$ cat config.mk
export PLATFORM = sky130hd
export DESIGN_NAME = cac_capture_alarm
export DESIGN_NICKNAME = d
export VERILOG_FILES = /design/src/rtl/cac_pkg.sv /design/src/rtl/cac_capture_alarm.sv
export SDC_FILE = /design/constraint.sdc
export NUM_CORES = 2
export LEC_CHECK = 0
export BUFFER_PORTS_ARGS = -buffer_cell sky130_fd_sc_hd__clkbuf_2
export CAP_MARGIN = 10
export CELL_PAD_IN_SITES_DETAIL_PLACEMENT = 1
export CELL_PAD_IN_SITES_GLOBAL_PLACEMENT = 1
export CORE_MARGIN = 2
export CORE_UTILIZATION = 54
export CTS_CLUSTER_DIAMETER = 50
export DETAILED_ROUTE_END_ITERATION = 8
export PLACE_DENSITY_LB_ADDON = 0.1
export SLEW_MARGIN = 15
export SYNTH_ARGS = -nofsm -noshare
export SYNTH_HDL_FRONTEND = slang
export SYNTH_SLANG_ARGS = --single-unit
$ cat constraint.sdc
create_clock -name ref_clk -period 5.15 [get_ports ref_clk]
set_clock_uncertainty 0.1 [all_clocks]
set_input_delay 0.515 -clock ref_clk [delete_from_list [all_inputs] [get_ports ref_clk]]
set_output_delay 0.515 -clock ref_clk [all_outputs]
set_load 0.02 [all_outputs]
$ cat src/rtl/cac_pkg.sv
`default_nettype none
package cac_pkg;
  // ==========================================================
  // Serial frame layout
  localparam int FRAME_BITS = 16;
  localparam int FRM_WR_BIT = 15;
  localparam int FRM_ADDR_HI = 14;
  localparam int FRM_ADDR_LO = 8;
  // ==========================================================
  // Byte addresses; even is low byte, odd is high byte
  localparam logic [6:0] ADR_RECORDING_CONTROL = 7'h1a;
  localparam logic [6:0] ADR_CAP_PERIOD = 7'h1e;
  localparam logic [6:0] ADR_LOW_BIN = 7'h20;
  localparam logic [6:0] ADR_HIGH_BIN = 7'h22;
  localparam logic [6:0] ADR_WARN_LVL = 7'h24;
  localparam logic [6:0] ADR_CRIT_LVL = 7'h26;
  localparam logic [6:0] ADR_ALARM_SELECT_POINTER = 7'h28;
  localparam logic [6:0] ADR_SYS_LVL = 7'h2a;
  localparam logic [6:0] ADR_ALM_CFG = 7'h2c;
  localparam logic [6:0] ADR_ALM_STATUS = 7'h30;
  // ==========================================================
  // Recording control fields
  localparam int RC_WIN_LO = 12;
  localparam int RC_SREN_LO = 8;
  localparam int RC_PWRDN = 7;
  localparam int RC_STATS = 6;
  localparam int RC_VELO = 5;
  localparam int RC_STORE_LO = 2;
  localparam int RC_MODE_LO = 0;
  localparam logic [1:0] WIN_RECT = 2'h0;
  localparam logic [1:0] WIN_HANNING = 2'h1;
  localparam logic [1:0] WIN_FLAT_TOP = 2'h2;
  localparam logic [1:0] MODE_MANUAL_SPECTRUM = 2'h0;
  localparam logic [1:0] MODE_AUTO_SPECTRUM = 2'h1;
  localparam logic [1:0] MODE_TIME_CAPTURE = 2'h2;
  // ==========================================================
  // Pointer, configuration and status fields
  localparam int PNTR_RATE_LO = 8;
  localparam int PNTR_BAND_LO = 0;
  localparam int NUM_RATES = 4;
  localparam int NUM_BANDS = 6;
  localparam int CFG_SYS_TEMP = 4;
  localparam int CFG_SYS_EN = 5;
  localparam int ST_CRIT_LO = 6;
  localparam int ST_SYS = 12;
  localparam int ST_SLEEP = 13;
  localparam int ST_RATE_LO = 14;
  localparam logic [15:0] ST_STICKY_MASK = 16'h1fff;
  // ==========================================================
  // Reset values
  localparam logic [15:0] RST_RECORDING_CONTROL = 16'h1100;
  localparam logic [15:0] RST_CAP_PERIOD = 16'h0001;
  localparam logic [15:0] RST_ZERO = 16'h0000;
  localparam logic [1:0] RST_LAST_RATE = 2'h3;
  // ==========================================================
  // Timing
  localparam longint CLK_HZ = 20000000;
  localparam longint PERIOD_UNIT_S = 1;
  localparam longint CYC_PER_UNIT = CLK_HZ * PERIOD_UNIT_S;
  typedef enum logic [1:0] {CAC_IDLE, CAC_CAPT, CAC_WAIT} cac_state_t;
endpackage
`default_nettype wire

$ cat src/rtl/cac_capture_alarm.sv
// Operation
// Window field picks rectangular, Hanning, flat top
// Four enable bits, one per rate
// Rate enables matter only in capture modes
// Rotate enabled rates on successive captures
// Power-down bit sleeps after capture completes
// Chip-select toggle wakes a sleeping device; the code does not wake it while in CAC_WAIT (automatic mode)
// Automatic mode wakes itself before capture
// Statistics only when enable bit set
// Velocity bit selects velocity buffer contents
// Two-bit field chooses record storage policy
// Low two bits select operating mode
// Time capture mode encodes as 10
// Manual 00, automatic 01 encodings
// Period register counts seconds between captures
// Six bands, pointer selects band configured
// Low bin starts selected band
// High bin ends selected band
// Warning raised when magnitude reaches level
// Host keeps critical level above warning
// Levels compare in buffer data format
// Pointer holds rate and band fields
// Pointer write loads; writes update selected
// System level watches temperature or supply
// Alarms latched per completed capture event
`timescale 1ns/1ps
`default_nettype none
module cac_capture_alarm #(
  parameter longint CYC_PER_SEC = cac_pkg::CYC_PER_UNIT
) (
  // Clock and reset
  input wire logic ref_clk,
  input wire logic rst_n,
  // Serial register port
  input wire logic cs_n,
  input wire logic sclk,
  input wire logic din,
  output logic dout,
  // Capture datapath
  input wire logic capture_req,
  input wire logic capture_done,
  input wire logic [cac_pkg::NUM_BANDS*16-1:0] band_peak,
  input wire logic [15:0] sys_reading,
  output logic capture_start,
  output logic [1:0] capture_rate,
  output logic [1:0] window_sel,
  output logic stats_en,
  output logic velocity_en,
  output logic [1:0] store_mode,
  output logic [1:0] op_mode,
  output logic sys_temp_sel,
  output logic sleep
);
  import cac_pkg::*;

  typedef struct packed {
    logic sck;
    logic cs;
    logic [15:0] rx;
    logic [4:0] nbits;
    logic [15:0] tx;
    logic [15:0] rd_word;
    logic dout;
    logic [15:0] recording_control;
    logic [15:0] period;
    logic [15:0] low_bin;
    logic [15:0] high_bin;
    logic [15:0] warn_lvl;
    logic [15:0] crit_lvl;
    logic [15:0] pntr;
    logic [15:0] sys_lvl;
    logic [15:0] alm_cfg;
    logic [12:0] flags;
    logic [3:0][5:0][3:0][15:0] mem;
    cac_state_t state;
    logic [1:0] last_rate;
    logic [1:0] rate;
    logic [24:0] sec_cnt;
    logic [15:0] prd_cnt;
    logic start;
    logic sleep;
    logic stats;
  } cac_st_t;

  cac_st_t st_q;
  cac_st_t st_d;

  // ==========================================================
  // Helpers
  function automatic logic [15:0] put_byte(input logic [15:0] old, input logic hi,
                                           input logic [7:0] b);
    put_byte = hi ? {b, old[7:0]} : {old[15:8], b};
  endfunction

  function automatic logic [1:0] next_rate(input logic [3:0] en, input logic [1:0] cur);
    logic [1:0] c;
    logic hit;
    next_rate = 2'h0;
    hit = 1'b0;
    c = cur;
    for (int i = 0; i < NUM_RATES; i++) begin
      c = c + 2'h1;
      if (!hit && en[c]) begin
        next_rate = c;
        hit = 1'b1;
      end
    end
  endfunction

  function automatic logic capture_mode(input logic [1:0] m);
    capture_mode = (m == MODE_MANUAL_SPECTRUM) || (m == MODE_AUTO_SPECTRUM) ||
                   (m == MODE_TIME_CAPTURE);
  endfunction

  // ==========================================================
  // Next state
  always_comb begin
    logic [1:0] mode;
    logic [1:0] prate;
    logic [2:0] pband;
    logic [6:0] adr;
    logic hi;
    logic [7:0] wb;
    logic fire;
    logic [15:0] peak;
    logic [15:0] w1;
    logic [15:0] w2;
    mode = 2'h0;
    prate = 2'h0;
    pband = 3'h0;
    adr = 7'h0;
    hi = 1'b0;
    wb = 8'h0;
    fire = 1'b0;
    peak = 16'h0;
    w1 = 16'h0;
    w2 = 16'h0;
    st_d = st_q;
    st_d.start = 1'b0;
    st_d.sck = sclk;
    st_d.cs = !cs_n;

    // Serial shifting: sample on rising, shift out on falling
    if (!cs_n && !st_q.cs) begin
      st_d.nbits = 5'h0;
      st_d.tx = st_q.rd_word;
      st_d.dout = st_q.rd_word[15];
      if (st_q.sleep && st_q.state != CAC_WAIT) begin
        st_d.sleep = 1'b0;
      end
    end else if (!cs_n) begin
      if (sclk && !st_q.sck) begin
        st_d.rx = {st_q.rx[14:0], din};
        if (st_q.nbits != 5'(FRAME_BITS)) begin
          st_d.nbits = st_q.nbits + 5'h1;
        end
      end else if (!sclk && st_q.sck && st_q.nbits != 5'h0) begin
        st_d.tx = {st_q.tx[14:0], 1'b0};
        st_d.dout = st_q.tx[14];
      end
    end

    // Frame complete at chip-select release
    if (cs_n && st_q.cs && st_q.nbits == 5'(FRAME_BITS)) begin
      adr = st_q.rx[FRM_ADDR_HI:FRM_ADDR_LO];
      hi = adr[0];
      wb = st_q.rx[7:0];
      if (st_q.rx[FRM_WR_BIT]) begin
        prate = st_q.pntr[PNTR_RATE_LO +: 2];
        pband = st_q.pntr[PNTR_BAND_LO +: 3];
        if ({adr[6:1], 1'b0} == ADR_RECORDING_CONTROL) begin
          st_d.recording_control = put_byte(st_q.recording_control, hi, wb);
        end else if ({adr[6:1], 1'b0} == ADR_CAP_PERIOD) begin
          st_d.period = put_byte(st_q.period, hi, wb);
        end else if ({adr[6:1], 1'b0} == ADR_LOW_BIN) begin
          st_d.low_bin = put_byte(st_q.low_bin, hi, wb);
          if (pband < 3'(NUM_BANDS)) st_d.mem[prate][pband][0] = st_d.low_bin;
        end else if ({adr[6:1], 1'b0} == ADR_HIGH_BIN) begin
          st_d.high_bin = put_byte(st_q.high_bin, hi, wb);
          if (pband < 3'(NUM_BANDS)) st_d.mem[prate][pband][1] = st_d.high_bin;
        end else if ({adr[6:1], 1'b0} == ADR_WARN_LVL) begin
          st_d.warn_lvl = put_byte(st_q.warn_lvl, hi, wb);
          if (pband < 3'(NUM_BANDS)) st_d.mem[prate][pband][2] = st_d.warn_lvl;
        end else if ({adr[6:1], 1'b0} == ADR_CRIT_LVL) begin
          st_d.crit_lvl = put_byte(st_q.crit_lvl, hi, wb);
          if (pband < 3'(NUM_BANDS)) st_d.mem[prate][pband][3] = st_d.crit_lvl;
        end else if ({adr[6:1], 1'b0} == ADR_ALARM_SELECT_POINTER) begin
          st_d.pntr = put_byte(st_q.pntr, hi, wb) & 16'h0307;
          prate = st_d.pntr[PNTR_RATE_LO +: 2];
          pband = st_d.pntr[PNTR_BAND_LO +: 3];
          if (pband < 3'(NUM_BANDS)) begin
            st_d.low_bin = st_q.mem[prate][pband][0];
            st_d.high_bin = st_q.mem[prate][pband][1];
            st_d.warn_lvl = st_q.mem[prate][pband][2];
            st_d.crit_lvl = st_q.mem[prate][pband][3];
          end else begin
            st_d.low_bin = RST_ZERO;
            st_d.high_bin = RST_ZERO;
            st_d.warn_lvl = RST_ZERO;
            st_d.crit_lvl = RST_ZERO;
          end
        end else if ({adr[6:1], 1'b0} == ADR_SYS_LVL) begin
          st_d.sys_lvl = put_byte(st_q.sys_lvl, hi, wb);
        end else if ({adr[6:1], 1'b0} == ADR_ALM_CFG) begin
          st_d.alm_cfg = put_byte(st_q.alm_cfg, hi, wb);
        end else if ({adr[6:1], 1'b0} == ADR_ALM_STATUS) begin
          // Write one to clear; a same-cycle event is applied later and wins
          w1 = put_byte(16'h0, hi, wb);
          st_d.flags = st_q.flags & ~w1[12:0];
        end
      end else begin
        if ({adr[6:1], 1'b0} == ADR_RECORDING_CONTROL) st_d.rd_word = st_q.recording_control;
        else if ({adr[6:1], 1'b0} == ADR_CAP_PERIOD) st_d.rd_word = st_q.period;
        else if ({adr[6:1], 1'b0} == ADR_LOW_BIN) st_d.rd_word = st_q.low_bin;
        else if ({adr[6:1], 1'b0} == ADR_HIGH_BIN) st_d.rd_word = st_q.high_bin;
        else if ({adr[6:1], 1'b0} == ADR_WARN_LVL) st_d.rd_word = st_q.warn_lvl;
        else if ({adr[6:1], 1'b0} == ADR_CRIT_LVL) st_d.rd_word = st_q.crit_lvl;
        else if ({adr[6:1], 1'b0} == ADR_ALARM_SELECT_POINTER) st_d.rd_word = st_q.pntr;
        else if ({adr[6:1], 1'b0} == ADR_SYS_LVL) st_d.rd_word = st_q.sys_lvl;
        else if ({adr[6:1], 1'b0} == ADR_ALM_CFG) st_d.rd_word = st_q.alm_cfg;
        else if ({adr[6:1], 1'b0} == ADR_ALM_STATUS) begin
          st_d.rd_word = {st_q.rate, st_q.sleep, st_q.flags};
        end else st_d.rd_word = RST_ZERO;
      end
    end

    // ==========================================================
    // Capture sequencing
    mode = st_q.recording_control[RC_MODE_LO +: 2];
    case (st_q.state)
      CAC_IDLE: begin
        if (mode == MODE_AUTO_SPECTRUM) begin
          fire = 1'b1;
        end else if (capture_req && capture_mode(mode) && !st_q.sleep) begin
          fire = 1'b1;
        end
      end
      CAC_CAPT: begin
        if (capture_done) begin
          prate = st_q.rate;
          for (int b = 0; b < NUM_BANDS; b++) begin
            peak = band_peak[b*16 +: 16];
            if (peak >= st_q.mem[prate][b][2]) st_d.flags[b] = 1'b1;
            if (peak >= st_q.mem[prate][b][3]) st_d.flags[ST_CRIT_LO + b] = 1'b1;
          end
          if (st_q.alm_cfg[CFG_SYS_EN] && sys_reading >= st_q.sys_lvl) begin
            st_d.flags[ST_SYS] = 1'b1;
          end
          st_d.sleep = st_q.recording_control[RC_PWRDN];
          st_d.sec_cnt = 25'h0;
          st_d.prd_cnt = 16'h0;
          st_d.state = (mode == MODE_AUTO_SPECTRUM) ? CAC_WAIT : CAC_IDLE;
        end
      end
      CAC_WAIT: begin
        if (mode != MODE_AUTO_SPECTRUM) begin
          st_d.state = CAC_IDLE;
        end else if (st_q.prd_cnt >= st_q.period) begin
          st_d.sleep = 1'b0;
          fire = 1'b1;
        end else if (st_q.sec_cnt == 25'(CYC_PER_SEC - 1)) begin
          st_d.sec_cnt = 25'h0;
          st_d.prd_cnt = st_q.prd_cnt + 16'h1;
        end else begin
          st_d.sec_cnt = st_q.sec_cnt + 25'h1;
        end
      end
      default: st_d.state = CAC_IDLE;
    endcase
    if (fire) begin
      w2[1:0] = next_rate(st_q.recording_control[RC_SREN_LO +: 4], st_q.last_rate);
      st_d.rate = w2[1:0];
      st_d.last_rate = w2[1:0];
      st_d.start = 1'b1;
      st_d.sleep = 1'b0;
      st_d.state = CAC_CAPT;
    end
    if (!capture_mode(mode)) begin
      st_d.rate = 2'h0;
    end
    st_d.stats = st_d.recording_control[RC_STATS] &&
                 (st_d.recording_control[RC_MODE_LO +: 2] == MODE_TIME_CAPTURE);
  end

  // ==========================================================
  // State register
  always_ff @(posedge ref_clk) begin
    if (!rst_n) begin
      st_q <= '0;
      st_q.sck <= 1'b1;
      st_q.recording_control <= RST_RECORDING_CONTROL;
      st_q.period <= RST_CAP_PERIOD;
      st_q.last_rate <= RST_LAST_RATE;
      st_q.state <= CAC_IDLE;
    end else begin
      st_q <= st_d;
    end
  end

  // ==========================================================
  // Outputs, all straight from the state register
  assign dout = st_q.dout;
  assign capture_start = st_q.start;
  assign capture_rate = st_q.rate;
  assign window_sel = st_q.recording_control[RC_WIN_LO +: 2];
  assign stats_en = st_q.stats;
  assign velocity_en = st_q.recording_control[RC_VELO];
  assign store_mode = st_q.recording_control[RC_STORE_LO +: 2];
  assign op_mode = st_q.recording_control[RC_MODE_LO +: 2];
  assign sys_temp_sel = st_q.alm_cfg[CFG_SYS_TEMP];
  assign sleep = st_q.sleep;
endmodule // cac_capture_alarm
`default_nettype wire

==> impl_metrics.env <==
export IMPL_clkTransAtPathRegs_ns=0.06
export IMPL_finalPower_uw=30210
export IMPL_final_period_utilization_pct=74.72
export IMPL_largest_net_degree_at_the_start_of_global_routing=230
export IMPL_sequential_area_share_after_synthesis_pct=39.66
export IMPL_worst_pin_slew_ns=1.247
export IMPL_async_reset_ff_share_pct=0
export IMPL_syn_mean_instance_area_um2=9.872
export IMPL_layout_area_overhead_vs_synth_pct=10.41
export IMPL_final_period_minus_worst_setup_slack_ns=3.848
export IMPL_cp_data_arrival_time_ns=4.54
export IMPL_cts_htree_levels=4
export IMPL_multi_input_logic_area_mm2=0.04982
export IMPL_post_route_cells_drive_above_1_share_pct=16.22
export IMPL_final_seq_area_mm2=0.03579
export IMPL_layout_cells_most_common_list="sky130_fd_sc_hd__nand2_1, sky130_fd_sc_hd__dfxtp_1, sky130_fd_sc_hd__o211a_1"
export IMPL_synth_net_count=9486
export IMPL_fp_coreArea_mm2=0.1654
export IMPL_io_pins=133
export IMPL_drv_cap=0
export IMPL_number_of_cell_rows=149
export IMPL_vdd_ir_drop_worst_uv=331.6
export IMPL_max_stage_delay_ns=0.75
export IMPL_fp_dieArea_mm2=0.1703
export IMPL_vias=77310
export IMPL_static_leakage_power_uw=0.05229
export IMPL_synth_flop_cell="sky130_fd_sc_hd__dfxtp_1"
export IMPL_grt_antenna_before_repair=21
export IMPL_cells_along_the_critical_path="buf_4 > a2bb2oi_2 > buf_4 > a21oi_1 > nor3_1 > a21boi_0 > o22ai_1 > a32o_1"
export IMPL_via_per_inst=6.908
export IMPL_holdBufCountCts=3
export IMPL_place_detailed_hpwl_um=220100
export IMPL_cts_tree="done"
export IMPL_power_per_cell_area_mw_per_mm2=303.4
export IMPL_clockBufferDepth=3
export IMPL_synth_edff_count=0
export IMPL_nFillCells=17790
export IMPL_post_synth_num_cell_types=94
export IMPL_die_width_um=412.7
export IMPL_min_delay_path_class="input port to flip-flop"
export IMPL_critPathMostFrequentCell="sky130_fd_sc_hd__buf_4"
export IMPL_required_ns=5.84
export IMPL_cts_repair_resized=0
export IMPL_worst_skew_pair_late_latency_ns=0.90
export IMPL_instances_no_fill=11190
export IMPL_initial_core_util_pct=54.54
export IMPL_postSynthCellCount=9136
export IMPL_crit_slowest_cell="sky130_fd_sc_hd__dfxtp_4"
export IMPL_drt_iter0_drc=8442
export IMPL_grtUsageTotal_pct=39.04
export IMPL_crit_path_max_fanout=38
export IMPL_number_of_endpoints_with_negative_hold_slack_in_the_final_report=0
export IMPL_design_final_nets=9166
export IMPL_final_core_utilization_pct=60.22
export IMPL_timing_slew_headroom_pct=16.72
export IMPL_wirelength_um=338700
export IMPL_critical_path_endpoint_type="flip-flop"
export IMPL_cts_inserted_buffers=207
export IMPL_ant_nets=0
export IMPL_clock_tree_root_cell="sky130_fd_sc_hd__clkbuf_16"
export IMPL_grt_pass1_wl_um=504200
export IMPL_place_detailed_instances=10790
export IMPL_first_global_vias=79080
export IMPL_gp_congestion=0.9529
export IMPL_count_of_port_buffers_added_during_placement=132
export IMPL_worstSetupPathType="flip-flop to flip-flop"
export IMPL_final_max_slew_violation_count=0
export IMPL_globalRouteOverflowTotal=0
export IMPL_setup_violations_final=0
export IMPL_yosysWarnings=0
export IMPL_critical_path_startpoint_type="flip-flop"
export IMPL_synth_area_mm2=0.09019
export IMPL_layout_cells_most_common="sky130_fd_sc_hd__nand2_1"
export IMPL_detailedRoute_firstPassIterationCount=8
export IMPL_detail_route_drc_violations=0
export IMPL_numClockSinks=1787
export IMPL_setup_buffers_after_cts=0
export IMPL_rsz0062_at_grt="false"
export IMPL_wire_per_inst_um=30.26
export IMPL_achievable_frequency_ghz=0.2599
export IMPL_tns_ns=0
export IMPL_run_status="finished clean"
export IMPL_die_y_um=412.7
export IMPL_ys_ff_latch=1787
==> cells in the mapped netlist (35+ instances only) <==
master,number,area share (%)
sky130_fd_sc_hd__ha_1,231,3.2
sky130_fd_sc_hd__nand2_1,2076,8.6
sky130_fd_sc_hd__dfxtp_1,1787,40
sky130_fd_sc_hd__a21o_1,83,0.69
sky130_fd_sc_hd__o221ai_1,35,0.34
sky130_fd_sc_hd__a21boi_0,60,0.50
sky130_fd_sc_hd__buf_1,47,0.20
sky130_fd_sc_hd__buf_2,323,1.8
sky130_fd_sc_hd__clkbuf_1,497,2.1
sky130_fd_sc_hd__nand4_1,37,0.26
sky130_fd_sc_hd__nor4_1,36,0.25
sky130_fd_sc_hd__nor3_1,63,0.35
sky130_fd_sc_hd__nand3_1,151,0.84
sky130_fd_sc_hd__o21ai_0,161,0.89
sky130_fd_sc_hd__mux4_2,494,12
sky130_fd_sc_hd__inv_1,270,1.1
sky130_fd_sc_hd__a21oi_1,234,1.3
sky130_fd_sc_hd__nor2_1,150,0.62
sky130_fd_sc_hd__o211a_1,1540,17
sky130_fd_sc_hd__nor2_2,61,0.42
sky130_fd_sc_hd__nor2b_1,65,0.45
sky130_fd_sc_hd__buf_4,53,0.44
sky130_fd_sc_hd__a22oi_1,53,0.44
sky130_fd_sc_hd__mux2i_1,140,1.6
==> where the power goes <==
group | leakage (µW) | internal [µW] | switching [µW]
clock | 0.00347 | 9120 | 6370
sequential | 0.0144 | 13800 | 35.5
combinational | 0.0344 | 253 | 588
==> routing by layer <==
metal	up-vias	share of wire, %	GRT usage (%)
li1	32910	-	-
met1	39690	38	48.00
met2	3560	46	61.58
met3	1130	8.2	8.156
met4	16	7.6	26.72
met5	-	0.045	0.2261
==> path summary, 6_finish.rpt <==
kind	startpoint	endpoint	slack [ns]	cells past startpoint
worst min-delay path	capture_done	sleep$_SDFF_PP0_	0.03	4
worst max-delay path	st_q[1789]$_SDFFE_PN0P_	st_q[1668]$_SDFFE_PN0P_	1.30	8
worst min register to register	st_q[1602]$_SDFFE_PN0P_	st_q[1602]$_SDFFE_PN0P_	0.37	2
worst max register to register	st_q[1789]$_SDFFE_PN0P_	st_q[1668]$_SDFFE_PN0P_	1.30	8
==> worst max-delay path: cells and delay by family, from the launching register on <==
family | cells | cell delay (ns)
AOI/OAI and AO/OA | 5 | 1.42
and+or+nand+nor | 1 | 0.56
buffers and inverters | 2 | 0.86
DFF | 1 | 0.75
==> final cells by class <==
class | count | share of cell area [%]
multi-input combinational | 6153 | 50.03
sequential | 1787 | 35.94
clock buffer | 298 | 6.010
timing repair buffer | 397 | 3.061
tap | 2189 | 2.750
clock inverter | 89 | 1.176
inverter | 270 | 1.018
antenna | 9 | 0.02262
==> logic make-up (layout without fill, tap and decap cells) <==
group	count (synthesis)	after routing	share of synthesized area, %
DFF	1787	1787	39.66
xor gates and xnor gates	27	27	0.2622
other	0	9	0
muxes	642	642	14.00
adders and majority gates	231	231	3.205
AOI/OAI and AO/OA	2481	2481	24.12
buffers and inverters	1196	1054	5.689
and+or+nand+nor	2772	2772	13.05
==> through the flow <==
step / setup WS (ns) / cell area, µm² / hold slack, ns
final: 1.302 / 99580 / 0.03122
after global routing: 1.233 / 99570 / 0.08173
after CTS: 1.404 / 99530 / 0.02390
after detailed placement: 1.449 / 92340 / 0.3630
after global placement: 1.462 / 92340 / 0.3528
after floorplan: 1.861 / 90190 / 0.3414
No activity file was read; power rests on OpenSTA's default activity.
